<file path="src/fir_pkg.sv">
// Package of constants and state types for the flash identification readout
// Function
// - Opcode 90h, zero address, then manufacturer then device ID, MSB first
// - Start address 000001h in 90h/92h/94h returns device ID first
// - ID bytes keep alternating while chip select stays low
// - Opcode 92h: address and mode bits two per clock, IDs two per clock
// - Opcode 94h: address and mode four per clock, four dummies, quad output
// - Dual, quad and unique ID reads accepted only in standard SPI mode
// - Opcode 4Bh, four dummy bytes, then 64-bit unique number shifted out
// - Unique number is fixed at build time and read only
// - Opcode 9Fh returns manufacturer, memory type, capacity, MSB first
// - 90h and 9Fh reads accepted in both SPI and quad peripheral mode
// - Opcode 5Ah, 24-bit address, eight dummies, data from 40th falling edge
// - Parameter address bits 23..8 zero, bits 7..0 pick starting byte
// - Parameter area holds exactly one parameter identification table
// - In power-down every identification opcode here is ignored
package fir_pkg;
  // Opcodes
  localparam logic [7:0] OPC_RD_ID = 8'h90;
  localparam logic [7:0] OPC_RD_DUAL = 8'h92;
  localparam logic [7:0] OPC_RD_QUAD = 8'h94;
  localparam logic [7:0] OPC_UID = 8'h4b;
  localparam logic [7:0] OPC_JEDEC = 8'h9f;
  localparam logic [7:0] OPC_SFDP = 8'h5a;
  // Lane widths and output enable masks
  localparam logic [2:0] LANES_ONE = 3'h1;
  localparam logic [2:0] LANES_TWO = 3'h2;
  localparam logic [2:0] LANES_FOUR = 3'h4;
  localparam logic [3:0] OE_ONE = 4'h2;
  localparam logic [3:0] OE_TWO = 4'h3;
  localparam logic [3:0] OE_FOUR = 4'hf;
  // Phase lengths in bits or clocks, answer limits and fill byte
  localparam logic [5:0] OPC_BITS = 6'h08;
  localparam logic [5:0] ADDR_BITS = 6'h18;
  localparam logic [5:0] MODE_BITS = 6'h08;
  localparam logic [5:0] QUAD_DUMMY = 6'h04;
  localparam logic [5:0] SFDP_DUMMY = 6'h08;
  localparam logic [5:0] UID_DUMMY = 6'h20;
  localparam logic [3:0] UID_BYTES = 4'h8;
  localparam logic [3:0] JEDEC_LAST = 4'h2;
  localparam logic [7:0] FILL_BYTE = 8'hff;
  // Link timing
  localparam int SYS_PERIOD_NS = 25;
  localparam int SCLK_PERIOD_NS = 200;
  localparam int SCLK_SYS_CYCLES = SCLK_PERIOD_NS / SYS_PERIOD_NS;
  // Output buffer shape
  localparam int FIFO_WIDTH = 8;
  localparam int FIFO_DEPTH = 8;

  typedef enum logic [2:0] {
    PH_OPC = 3'b000,
    PH_ADDR = 3'b001,
    PH_MODE = 3'b010,
    PH_DUM = 3'b011,
    PH_DATA = 3'b100,
    PH_IGN = 3'b101
  } fir_phase_type;

  typedef struct packed {
    fir_phase_type st;
    logic [7:0] cmd;
    logic [23:0] in_sh;
    logic [2:0] lanes;
    logic [5:0] cnt;
    logic a0;
    logic [3:0] gen_idx;
    logic [7:0] sfdp_ptr;
    logic [7:0] sh_out;
    logic [2:0] out_cnt;
    logic [3:0] io_out;
    logic [3:0] io_oe;
    logic sclk_s1;
    logic sclk_s2;
    logic sclk_s3;
    logic cs_s1;
    logic cs_s2;
    logic [3:0] io_s1;
    logic [3:0] io_s2;
  } fir_state_type;

  localparam fir_state_type RESET_STATE = '{st: PH_OPC, lanes: LANES_ONE,
    cs_s1: 1'b1, cs_s2: 1'b1, default: '0};
endpackage : fir_pkg

</file>
<file path="src/fir_id_readout.sv">
// Identification and parameter read logic behind the serial flash pins
`timescale 1ns/100ps
`default_nettype none
module fir_id_readout
  import fir_pkg::*;
#(
  parameter logic [7:0] MFR_ID = 8'h5e, // Arbitrary value
  parameter logic [7:0] DEV_ID = 8'h12, // Arbitrary value
  parameter logic [7:0] MEM_TYPE = 8'h40, // Arbitrary value
  parameter logic [7:0] CAPACITY = 8'h13, // Arbitrary value
  parameter logic [63:0] UNIQUE_ID = 64'h0123_4567_89ab_cdef // Arbitrary value
) (
  // Clock, reset, enable
  input wire logic clk_sys,
  input wire logic rst,
  input wire logic clk_en,
  // Serial pins
  input wire logic cs_n,
  input wire logic sclk,
  input wire logic [3:0] io_in,
  output logic [3:0] io_out,
  output logic [3:0] io_oe,
  // Device mode from the rest of the chip
  input wire logic qpi_mode,
  input wire logic power_down,
  // Parameter area lookup
  output logic [7:0] sfdp_addr,
  input wire logic [7:0] sfdp_data
);
  fir_state_type r;
  fir_state_type next_r;
  logic rise;
  logic fall;
  logic [5:0] cnt_add;
  logic [23:0] sh_new;
  logic [7:0] opc_val;
  logic opc_done;
  logic push;
  logic pop;
  logic fifo_in_ready;
  logic fifo_valid;
  logic [7:0] fifo_data;
  logic [7:0] push_byte;
  logic uid_done;

  //////////////////////////////////////////////////////////////////////////////
  // Helpers

  // Shift one clock worth of input lanes into the address register
  function automatic logic [23:0] shift_in(input logic [23:0] sh, input logic [3:0] io,
                                           input logic [2:0] lanes);
    case (lanes)
      LANES_ONE: return {sh[22:0], io[0]};
      LANES_TWO: return {sh[21:0], io[1:0]};
      default: return {sh[19:0], io};
    endcase
  endfunction : shift_in

  // Leading bits of a byte placed on their pins
  function automatic logic [3:0] top_bits(input logic [7:0] b, input logic [2:0] lanes);
    case (lanes)
      LANES_ONE: return {2'b00, b[7], 1'b0};
      LANES_TWO: return {2'b00, b[7:6]};
      default: return b[7:4];
    endcase
  endfunction : top_bits

  // Output enable mask for a lane width
  function automatic logic [3:0] lane_mask(input logic [2:0] lanes);
    case (lanes)
      LANES_ONE: return OE_ONE;
      LANES_TWO: return OE_TWO;
      default: return OE_FOUR;
    endcase
  endfunction : lane_mask

  // Clock groups left in a byte after its first one
  function automatic logic [2:0] groups_left(input logic [2:0] lanes);
    case (lanes)
      LANES_ONE: return 3'h7;
      LANES_TWO: return 3'h3;
      default: return 3'h1;
    endcase
  endfunction : groups_left

  // Dummy clock count for the commands that have one
  function automatic logic [5:0] dummy_len(input logic [7:0] cmd);
    case (cmd)
      OPC_UID: return UID_DUMMY;
      OPC_SFDP: return SFDP_DUMMY;
      default: return QUAD_DUMMY;
    endcase
  endfunction : dummy_len

  // Next byte of the answer for a command
  function automatic logic [7:0] byte_for(input logic [7:0] cmd, input logic [3:0] idx,
                                          input logic a0, input logic [7:0] sfdp);
    logic [63:0] uid;
    uid = UNIQUE_ID << {idx[2:0], 3'b000};
    case (cmd)
      OPC_RD_ID, OPC_RD_DUAL, OPC_RD_QUAD: return (idx[0] ^ a0) ? DEV_ID : MFR_ID;
      OPC_JEDEC: begin
        case (idx)
          4'h0: return MFR_ID;
          4'h1: return MEM_TYPE;
          default: return CAPACITY;
        endcase
      end
      OPC_UID: return idx[3] ? FILL_BYTE : uid[63:56]; // Ones once all eight bytes are out
      OPC_SFDP: return sfdp;
      default: return FILL_BYTE;
    endcase
  endfunction : byte_for

  //////////////////////////////////////////////////////////////////////////////
  // Edge detection and opcode decode helpers

  // Edges of the synchronised serial clock
  assign rise = r.sclk_s2 && !r.sclk_s3;
  assign fall = !r.sclk_s2 && r.sclk_s3;
  assign cnt_add = 6'(r.cnt + {3'b000, r.lanes});
  assign sh_new = shift_in(r.in_sh, r.io_s2, r.lanes);
  assign opc_val = sh_new[7:0];
  assign opc_done = !r.cs_s2 && rise && (r.st == PH_OPC) && (cnt_add == OPC_BITS);

  // Answer generator feeding the buffer
  assign uid_done = (r.cmd == OPC_UID) && (r.gen_idx == UID_BYTES);
  assign push = !r.cs_s2 && (r.st == PH_DATA) && fifo_in_ready;
  assign push_byte = byte_for(r.cmd, r.gen_idx, r.a0, sfdp_data);

  //////////////////////////////////////////////////////////////////////////////
  // Next state

  // Input sampling, instruction phases and output shifting
  always_comb begin
    next_r = r;
    pop = 1'b0;
    next_r.sclk_s1 = sclk;
    next_r.sclk_s2 = r.sclk_s1;
    next_r.sclk_s3 = r.sclk_s2;
    next_r.cs_s1 = cs_n;
    next_r.cs_s2 = r.cs_s1;
    next_r.io_s1 = io_in;
    next_r.io_s2 = r.io_s1;
    if (r.cs_s2) begin
      // Deselected: drop the instruction and float the pins
      next_r.st = PH_OPC;
      next_r.cnt = '0;
      next_r.in_sh = '0;
      next_r.lanes = qpi_mode ? LANES_FOUR : LANES_ONE;
      next_r.io_oe = '0;
      next_r.out_cnt = '0;
      next_r.gen_idx = '0;
    end else begin
      if (rise) begin
        next_r.in_sh = sh_new;
        case (r.st)
          PH_OPC: begin
            next_r.cnt = cnt_add;
            if (cnt_add == OPC_BITS) begin
              next_r.cmd = opc_val;
              next_r.cnt = '0;
              if (power_down) begin
                next_r.st = PH_IGN;
              end else begin
                case (opc_val)
                  OPC_RD_ID: next_r.st = PH_ADDR;
                  OPC_JEDEC: next_r.st = PH_DATA;
                  OPC_RD_DUAL: begin
                    next_r.st = qpi_mode ? PH_IGN : PH_ADDR;
                    next_r.lanes = LANES_TWO;
                  end
                  OPC_RD_QUAD: begin
                    next_r.st = qpi_mode ? PH_IGN : PH_ADDR;
                    next_r.lanes = LANES_FOUR;
                  end
                  OPC_UID: next_r.st = qpi_mode ? PH_IGN : PH_DUM;
                  OPC_SFDP: next_r.st = qpi_mode ? PH_IGN : PH_ADDR;
                  default: next_r.st = PH_IGN;
                endcase
              end
            end
          end
          PH_ADDR: begin
            next_r.cnt = cnt_add;
            if (cnt_add == ADDR_BITS) begin
              next_r.cnt = '0;
              next_r.a0 = sh_new[0];
              next_r.sfdp_ptr = sh_new[7:0];
              if (r.cmd == OPC_RD_ID) begin
                next_r.st = PH_DATA;
              end else if (r.cmd == OPC_SFDP) begin
                next_r.st = PH_DUM;
              end else begin
                next_r.st = PH_MODE;
              end
            end
          end
          PH_MODE: begin
            // Mode byte is taken as not entering continuous mode
            next_r.cnt = cnt_add;
            if (cnt_add == MODE_BITS) begin
              next_r.cnt = '0;
              next_r.st = (r.cmd == OPC_RD_QUAD) ? PH_DUM : PH_DATA;
            end
          end
          PH_DUM: begin
            next_r.cnt = 6'(r.cnt + 6'h01);
            if (6'(r.cnt + 6'h01) == dummy_len(r.cmd)) begin
              next_r.cnt = '0;
              next_r.st = PH_DATA;
            end
          end
          default: begin
            next_r.cnt = r.cnt;
          end
        endcase
      end
      // Output changes on the falling clock edge
      if (fall && (r.st == PH_DATA)) begin
        if (r.out_cnt == '0) begin
          if (fifo_valid) begin
            pop = 1'b1;
            next_r.sh_out = 8'(fifo_data << r.lanes);
            next_r.io_out = top_bits(fifo_data, r.lanes);
            next_r.io_oe = lane_mask(r.lanes);
            next_r.out_cnt = groups_left(r.lanes);
          end
        end else begin
          next_r.io_out = top_bits(r.sh_out, r.lanes);
          next_r.sh_out = 8'(r.sh_out << r.lanes);
          next_r.out_cnt = 3'(r.out_cnt - 3'h1);
        end
      end
      // Advance the answer index and the parameter address
      if (push) begin
        next_r.sfdp_ptr = 8'(r.sfdp_ptr + 8'h01);
        if ((r.cmd == OPC_JEDEC) && (r.gen_idx == JEDEC_LAST)) begin
          next_r.gen_idx = '0;
        end else if (!uid_done) begin
          // Unique number index parks at its end so fill bytes keep flowing
          next_r.gen_idx = 4'(r.gen_idx + 4'h1);
        end
      end
    end
  end

  // State register with clock enable
  always_ff @(posedge clk_sys) begin
    if (rst) begin
      r <= RESET_STATE;
    end else if (clk_en) begin
      r <= next_r;
    end
  end

  //////////////////////////////////////////////////////////////////////////////
  // Output buffer and pins

  fir_fifo #(
    .WIDTH(FIFO_WIDTH),
    .DEPTH(FIFO_DEPTH)
  ) u_fifo (
    .clk_sys(clk_sys),
    .rst(rst),
    .clk_en(clk_en),
    .flush(r.cs_s2),
    .in_valid(push),
    .in_ready(fifo_in_ready),
    .in_data(push_byte),
    .out_valid(fifo_valid),
    .out_ready(pop),
    .out_data(fifo_data)
  );

  // Registered pin drive and lookup address
  assign io_out = r.io_out;
  assign io_oe = r.io_oe;
  assign sfdp_addr = r.sfdp_ptr;
endmodule : fir_id_readout
`default_nettype wire

</file>
<file path="src/fir_fifo.sv">
// Output byte buffer with valid and ready on both sides
`timescale 1ns/100ps
`default_nettype none
module fir_fifo
  import fir_pkg::*;
#(
  parameter int WIDTH = FIFO_WIDTH,
  parameter int DEPTH = FIFO_DEPTH
) (
  // Clock and control
  input wire logic clk_sys,
  input wire logic rst,
  input wire logic clk_en,
  input wire logic flush,
  // Fill side
  input wire logic in_valid,
  output logic in_ready,
  input wire logic [WIDTH-1:0] in_data,
  // Drain side
  output logic out_valid,
  input wire logic out_ready,
  output logic [WIDTH-1:0] out_data
);
  localparam int AW = $clog2(DEPTH);

  typedef struct packed {
    logic [AW-1:0] wp;
    logic [AW-1:0] rp;
    logic [AW:0] cnt;
  } fir_fifo_state_type;

  fir_fifo_state_type r;
  fir_fifo_state_type next_r;
  logic [WIDTH-1:0] mem [DEPTH];
  logic push;
  logic pop;

  // Handshakes from the occupancy count
  assign in_ready = r.cnt != (AW + 1)'(DEPTH);
  assign out_valid = r.cnt != '0;
  assign out_data = mem[r.rp];
  assign push = in_valid && in_ready;
  assign pop = out_valid && out_ready;

  // Pointer and count update
  always_comb begin
    next_r = r;
    if (flush) begin
      next_r = '0;
    end else begin
      if (push) begin
        next_r.wp = (r.wp == AW'(DEPTH - 1)) ? '0 : AW'(r.wp + 1'b1);
      end
      if (pop) begin
        next_r.rp = (r.rp == AW'(DEPTH - 1)) ? '0 : AW'(r.rp + 1'b1);
      end
      next_r.cnt = (AW + 1)'(r.cnt + {AW'(0), push} - {AW'(0), pop});
    end
  end

  // State register
  always_ff @(posedge clk_sys) begin
    if (rst) begin
      r <= '0;
    end else if (clk_en) begin
      r <= next_r;
    end
  end

  // Storage
  always_ff @(posedge clk_sys) begin
    if (clk_en && push && !flush) begin
      mem[r.wp] <= in_data;
    end
  end
endmodule : fir_fifo
`default_nettype wire

</file>
<file path="config.mk">
export PLATFORM = sky130hd
export DESIGN_NAME = fir_id_readout
export DESIGN_NICKNAME = d
export VERILOG_FILES = /design/src/fir_pkg.sv /design/src/fir_id_readout.sv /design/src/fir_fifo.sv
export SDC_FILE = /design/constraint.sdc
export NUM_CORES = 1
export LEC_CHECK = 0
export BUFFER_PORTS_ARGS = -buffer_cell sky130_fd_sc_hd__buf_2
export CAP_MARGIN = 30
export CORE_UTILIZATION = 30
export CTS_CLUSTER_DIAMETER = 50
export DETAILED_ROUTE_END_ITERATION = 12
export PLACE_DENSITY = 0.41
export SLEW_MARGIN = 20
export SYNTH_ARGS = -nofsm -noshare
export SYNTH_HDL_FRONTEND = slang
export SYNTH_SLANG_ARGS = --single-unit
</file>
<file path="constraint.sdc">
create_clock -name clk_sys -period 5.3 [get_ports clk_sys]
set_clock_uncertainty 0.05 [all_clocks]
set_input_delay 0 -clock clk_sys [delete_from_list [all_inputs] [get_ports clk_sys]]
set_output_delay 0 -clock clk_sys [all_outputs]
set_load 0.05 [all_outputs]
</file>
==> impl_metrics.toml, run 1 <==
[floorplan]
placementRows = 59
coreArea_mm2 = 0.0261
die_w_um = 165
die_area_mm2 = 0.0273
die_h_um = 165
io_pins = 35
initial_core_util = 0.306

[timing]
tightest_slew_ps = 976
slew_viol_final = 0
max_freq_mhz = 281
tns_ps = 0
maxSlewHeadroom = 0.348
hold_viol_final = 0
hold_ws_ps = 63.5
finalSetupViolations = 0
post-route-min-period_ps = 3560
rsz0062_at_grt = "false"
fin_crit_sh = 0.671

[power_and_ir_drop]
leakage_nw = 3.15
peakVddDrop_mv = 0.143
powerDensity_mw_per_mm2 = 286

[synthesis]
syn_inst = 831
yosysUniqueCellTypes = 72
seq_area_frac_synth = 0.452
synth_top_cell_by_area = "edfxtp_1"
synth_top_area_frac = 0.241
synth_fp_nets = 873
ys.flop_type = "dfxtp_1"
synth_edf_count = 64
syn_avg_cell_area_um2 = 9.60
asyncSetResetFlopFracSynth = 0
ys_ff_latch = 148
ys_top_cells_by_area = "edfxtp_1 24%, dfxtp_1 21%, mux2i_1 7.0%"
yosysWarningCount = 0
netlist_area_mm2 = 0.00798

[worst_setup_path]
critPathCapture = "r[52]"
cp-startpoint = "r[53]"
critPathLaunchType = "flop"
rrSetupSlack_ps = 1740
max_stage_delay_ps = 960
reg2reg_from = "r[53]"
path_class = "reg -> reg"
r2r_end = "r[52]"
critPathArrivalTime_ps = 3870
path_cells = "ha_1 -> xor2_1 -> nand3_1 -> mux2i_1 -> nand4_1 -> or4_4 -> a2111o_1 -> a21oi_2"
rr_worst_depth = 8
endpoint_kind = "flop"
crit_family = "flip-flops"
crit_cells = 8
slowest_stage = "dfxtp_1"
required_ps = 5610
crit_buf_inv = 0
crit_fanout = 25

[cells_and_area]
layout.nets = 888
area_growth_pct = 13.9
layout_commonest_cell = "nor2_1"
fillCellCount = 2635
antenna_cells = 0
final_layout_size_suffix_gt1_frac = 0.129
final_cell_mix = "101 x nor2_1, 83 x dfxtp_1, 64 x edfxtp_1, 56 x mux2i_1, 50 x nand2_1"

[clocking]
clock-sinks = 148
htree_levels = 4
ctsResizeCount = 0
postCtsHoldBufs = 8
worstSkewPairLatency_ps = 430
post_cts_buffers = 0
cts_tree = "built"
path_clk_slew_ps = 70
cts_buffers = 17
clock-root-buffer = "clkbuf_16"
cts_buffer_depth = 2

[detailed_routing]
wl_um = 22600
drt_iter0_markers = 330
detail_route.first_pass.iterations = 5
remaining_drc_errors = 0
ant_nets = 0
vias = 6320
avgRoutedWirePerCell_um = 19.0
viasPerCell = 5.29

[placed_design]
place.gp.congestion = 0.840
port_buffers = 34
dpl.hpwl_um = 16000

[job]
drv_cap = 0

[global_route]
grt_usage = 0.173
antenna_found_initial = 0
grt_pass1_vias = 6144
grt_pass1_wl_um = 35500
grt_max_degree = 50
grt-ovfl-total = 0

[hold_path]
hp-class = "in -> reg"

[status]
status = "finished clean"
stage by stage:
| step | cell area, um2 | setup WS (ps) | total power [mW] | util | instances |
|---|---|---|---|---|---|
| after CTS | 9050 | 1780 | 2.62 | 0.347 | 1189 |
| after floorplan | 7980 | 2300 | 1.32 | - | 831 |
| after global routing | 9090 | 1480 | 2.68 | 0.349 | 1194 |
| after global placement | 8330 | 1880 | 1.37 | 0.320 | 1146 |
| after detailed placement | 8360 | 1800 | 1.37 | 0.321 | 1149 |
| final | 9090 | 1740 | 2.60 | 0.349 | 1194 |
how the worst min path moves through the flow:
stage	slack (ps)	end	startpoint	depth (start not counted)
floorplan	70	next_r[8]	cs_n	1
global placement	160	next_r[8]	cs_n	2
detailed placement	180	next_r[8]	cs_n	2
CTS	30	u_fifo.mem[4][1]	sfdp_data[1]	2
global route	80	u_fifo.mem[4][7]	sfdp_data[7]	2
finish	60	u_fifo.mem[4][1]	sfdp_data[1]	2
state kept, by name, indices dropped and copies added (netlist names), named ones only:
signal      flops
u_fifo.mem     64
r              49
u_fifo.r       10
sfdp_addr       8
next_r          7
io_out          4
io_oe           3
Yosys cell counts, drive strengths merged (5+ instances only):
cell type / n
nor4: 7
ha: 21
nor2: 101
a21o: 7
nor3: 26
o21ai: 28
inv: 20
a22oi: 31
edfxtp: 64
nand3b: 9
buf: 32
a21oi: 45
and3: 6
nor3b: 6
nand2: 51
and2: 12
o21a: 6
mux2i: 56
nand4: 9
nand2b: 17
dfxtp: 84
o22ai: 9
a2bb2oi: 9
or3: 5
xor2: 8
mux2: 10
xnor2: 6
clkbuf: 31
a31oi: 7
nor2b: 16
nand3: 22
a211o: 6
nand4b: 5
a211oi: 13
kinds of logic (layout without fill, tap and decap cells):
group | Yosys count | after routing | share of synthesized area
buf+inv | 83 | 111 | 0.0505
simple gates | 302 | 302 | 0.193
xor+xnor | 14 | 14 | 0.0154
compound gates | 194 | 194 | 0.166
mux | 66 | 66 | 0.0844
flops | 148 | 148 | 0.452
fa+ha+maj | 24 | 24 | 0.0392
metal layers:
layer | vias up | share of wire | global-route usage
met5 | - | 0 | 0
met4 | 0 | 0.014 | 0.0459
met3 | 20 | 0.034 | 0.0317
met2 | 131 | 0.47 | 0.280
met1 | 3079 | 0.48 | 0.236
li1 | 3090 | - | -
cell type report:
class                   instances  area [um2]  share of cell area
inverters                      20        75.1             0.00826
clock inverters                15         185              0.0204
well taps                     335         419              0.0461
clock buffers                  17         425              0.0468
flip-flops and latches        148        3600               0.397
multi-input cells             600        3990               0.439
repair buffers                 59         385              0.0424
power breakdown:
group / switching (mW) / internal [mW] / leakage, nW
Clock: 0.567 / 0.679 / 0.293
Sequential: 0.00986 / 1.18 / 1.19
Combinational: 0.101 / 0.0554 / 1.67
(Power assumes the default switching activity.)
==> run 2, diff against run 1 <==
==> constraint.sdc (replaced) <==
create_clock -name clk_sys -period 3.4 [get_ports clk_sys]
set_clock_uncertainty 0.05 [all_clocks]
set_input_delay 0 -clock clk_sys [delete_from_list [all_inputs] [get_ports clk_sys]]
set_output_delay 0 -clock clk_sys [all_outputs]
set_load 0.05 [all_outputs]
==> run 2 against run 1 <==
  * Via count increased by 1.5%
  * Global-route usage decreased by 0.14 points
  * Sequential share of layout area decreased by 0.39 points
  * Power increased by 53%
  * Worst hold slack got worse by 33 ps
  * Combinational power increased by 68%
  * Register-to-register slack got worse by 1500 ps
  * Largest cell class unchanged
  * Highest routed layer unchanged
==> impl_metrics.toml, run 2 (same netlist as run 1, synthesis figures left out) <==
[status]
status = "finished clean"

[detailed_routing]
detail_route.first_pass.iterations = 5
wl_um = 22700
drt_iter0_markers = 416
vias = 6414
ant_nets = 0
avgRoutedWirePerCell_um = 18.7
viasPerCell = 5.28
remaining_drc_errors = 0

[cells_and_area]
top_regs = "u_fifo.mem x64, r x49, u_fifo.r x10"
regArea_mm2 = 0.00360
fillCellCount = 2662
final_cell_mix = "101 x nor2_1, 83 x dfxtp_1, 64 x edfxtp_1, 56 x mux2i_1, 50 x nand2_1"
multiInputGateArea_mm2 = 0.00397
layout.nets = 908
area_growth_pct = 15.0
top_register = "u_fifo.mem"
final_layout_size_suffix_gt1_frac = 0.146
instances_no_fill = 1214
largest_register_ffs = 64
antenna_cells = 0
layout_commonest_cell = "nor2_1"

[worst_setup_path]
critPathLaunchType = "flop"
required_ps = 3620
path_class = "reg -> reg"
critPathArrivalTime_ps = 3430
endpoint_kind = "flop"
crit_fanout = 8

[placed_design]
placedCellCount = 1174
port_buffers = 34
dpl.hpwl_um = 16300
place.gp.congestion = 0.857

[power_and_ir_drop]
leakage_nw = 3.24
seq_power_share = 0.467
powerDensity_mw_per_mm2 = 433
combPwrFrac = 0.066
power.share.switching = 0.263
p_switching_mw = 1.04
peakVddDrop_mv = 0.276
clkPwrFrac = 0.467
p_int_mw = 2.93

[floorplan]
die_h_um = 165
io_pins = 35
die_area_mm2 = 0.0273
placementRows = 59
coreArea_mm2 = 0.0261
die_w_um = 165
initial_core_util = 0.306

[clocking]
cts_buffers = 17
cts_buffer_depth = 2
clock-root-buffer = "clkbuf_16"
worstSkewPairLatency_ps = 420
clock-sinks = 148
path_clk_slew_ps = 70
htree_levels = 4
cts_tree = "built"

[timing]
fin_crit_sh = 0.942
post-route-min-period_ps = 3200
rsz0062_at_grt = "false"
tns_ps = 0
max_freq_mhz = 312
maxSlewHeadroom = 0.399
tightest_slew_ps = 902
hold_viol_final = 0
finalSetupViolations = 0
slew_viol_final = 0

[global_route]
grt_pass1_vias = 6130
grt-ovfl-total = 0
grt_pass1_wl_um = 35300
grt_max_degree = 46
antenna_found_initial = 0
grt_usage = 0.172

[job]
drv_cap = 0

[hold_path]
hp-class = "in -> reg"
-- run 2: what timing repair did --
action / in CTS / in global routing
endpoints found under the hold margin: 7 / 0
buffers inserted: 0 / 0
hold buffers: 7 / 0
gates resized for setup: 0 / 0
-- run 2: power by group through the flow --
stage               clock, mW  combinational (mW)  sequential [mW]
floorplan                   0               0.165             1.89
global placement            0               0.256             1.90
detailed placement          0               0.255             1.90
CTS                      1.89               0.263             1.85
global route             1.97               0.284             1.86
finish                   1.85               0.262             1.85
-- run 2: path summary, 6_finish.rpt --
path	startpoint	end	slack, ps	depth (start not counted)
setup / recovery	r[45]	sfdp_addr[5]	200	12
hold / removal	sfdp_data[1]	u_fifo.mem[0][1]	30	2
setup reg to reg	r[45]	sfdp_addr[5]	200	12
hold reg to reg	r[25]	r[25]	410	2
-- run 2: per-stage QoR --
step                      hold slack, ps  power (mW)  worst slack (ps)   util  area (um2)
after floorplan                     72.4        2.06               401      -        7980
after detailed placement             171        2.15               160  0.327        8520
final                               31.0        3.97               196  0.352        9180
after CTS                           13.0        4.01               123  0.352        9170
after global routing                31.7        4.11              13.4  0.352        9180
after global placement               167        2.15               265  0.327        8510
-- run 2: routing by layer --
metal	share of wire	track usage	wire length, um	vias up
li1	-	-	-	3128
met2	0.45	0.268	10200	139
met1	0.50	0.241	11200	3128
met4	0.019	0.0521	437	0
met5	0	0	0	-
met3	0.034	0.0295	766	19
-- run 2: cell type report --
type	count	area share
Clock inverter	15	0.0174
Inverter	20	0.00818
Sequential cell	148	0.393
Clock buffer	17	0.0463
Timing Repair Buffer	79	0.0567
Tap cell	335	0.0457
Multi-Input combinational cell	600	0.433
-- run 2: critical path, stage by stage (launching register included) --
cell     delay (ps)
dfxtp_1         440
ha_1            210
inv_1            50
fa_1            510
nor3b_1         370
nand3_1         120
mux2i_1         220
buf_4           170
a41oi_1         270
buf_2           280
o21ai_0         150
o21ai_0          90
nor2b_1         130
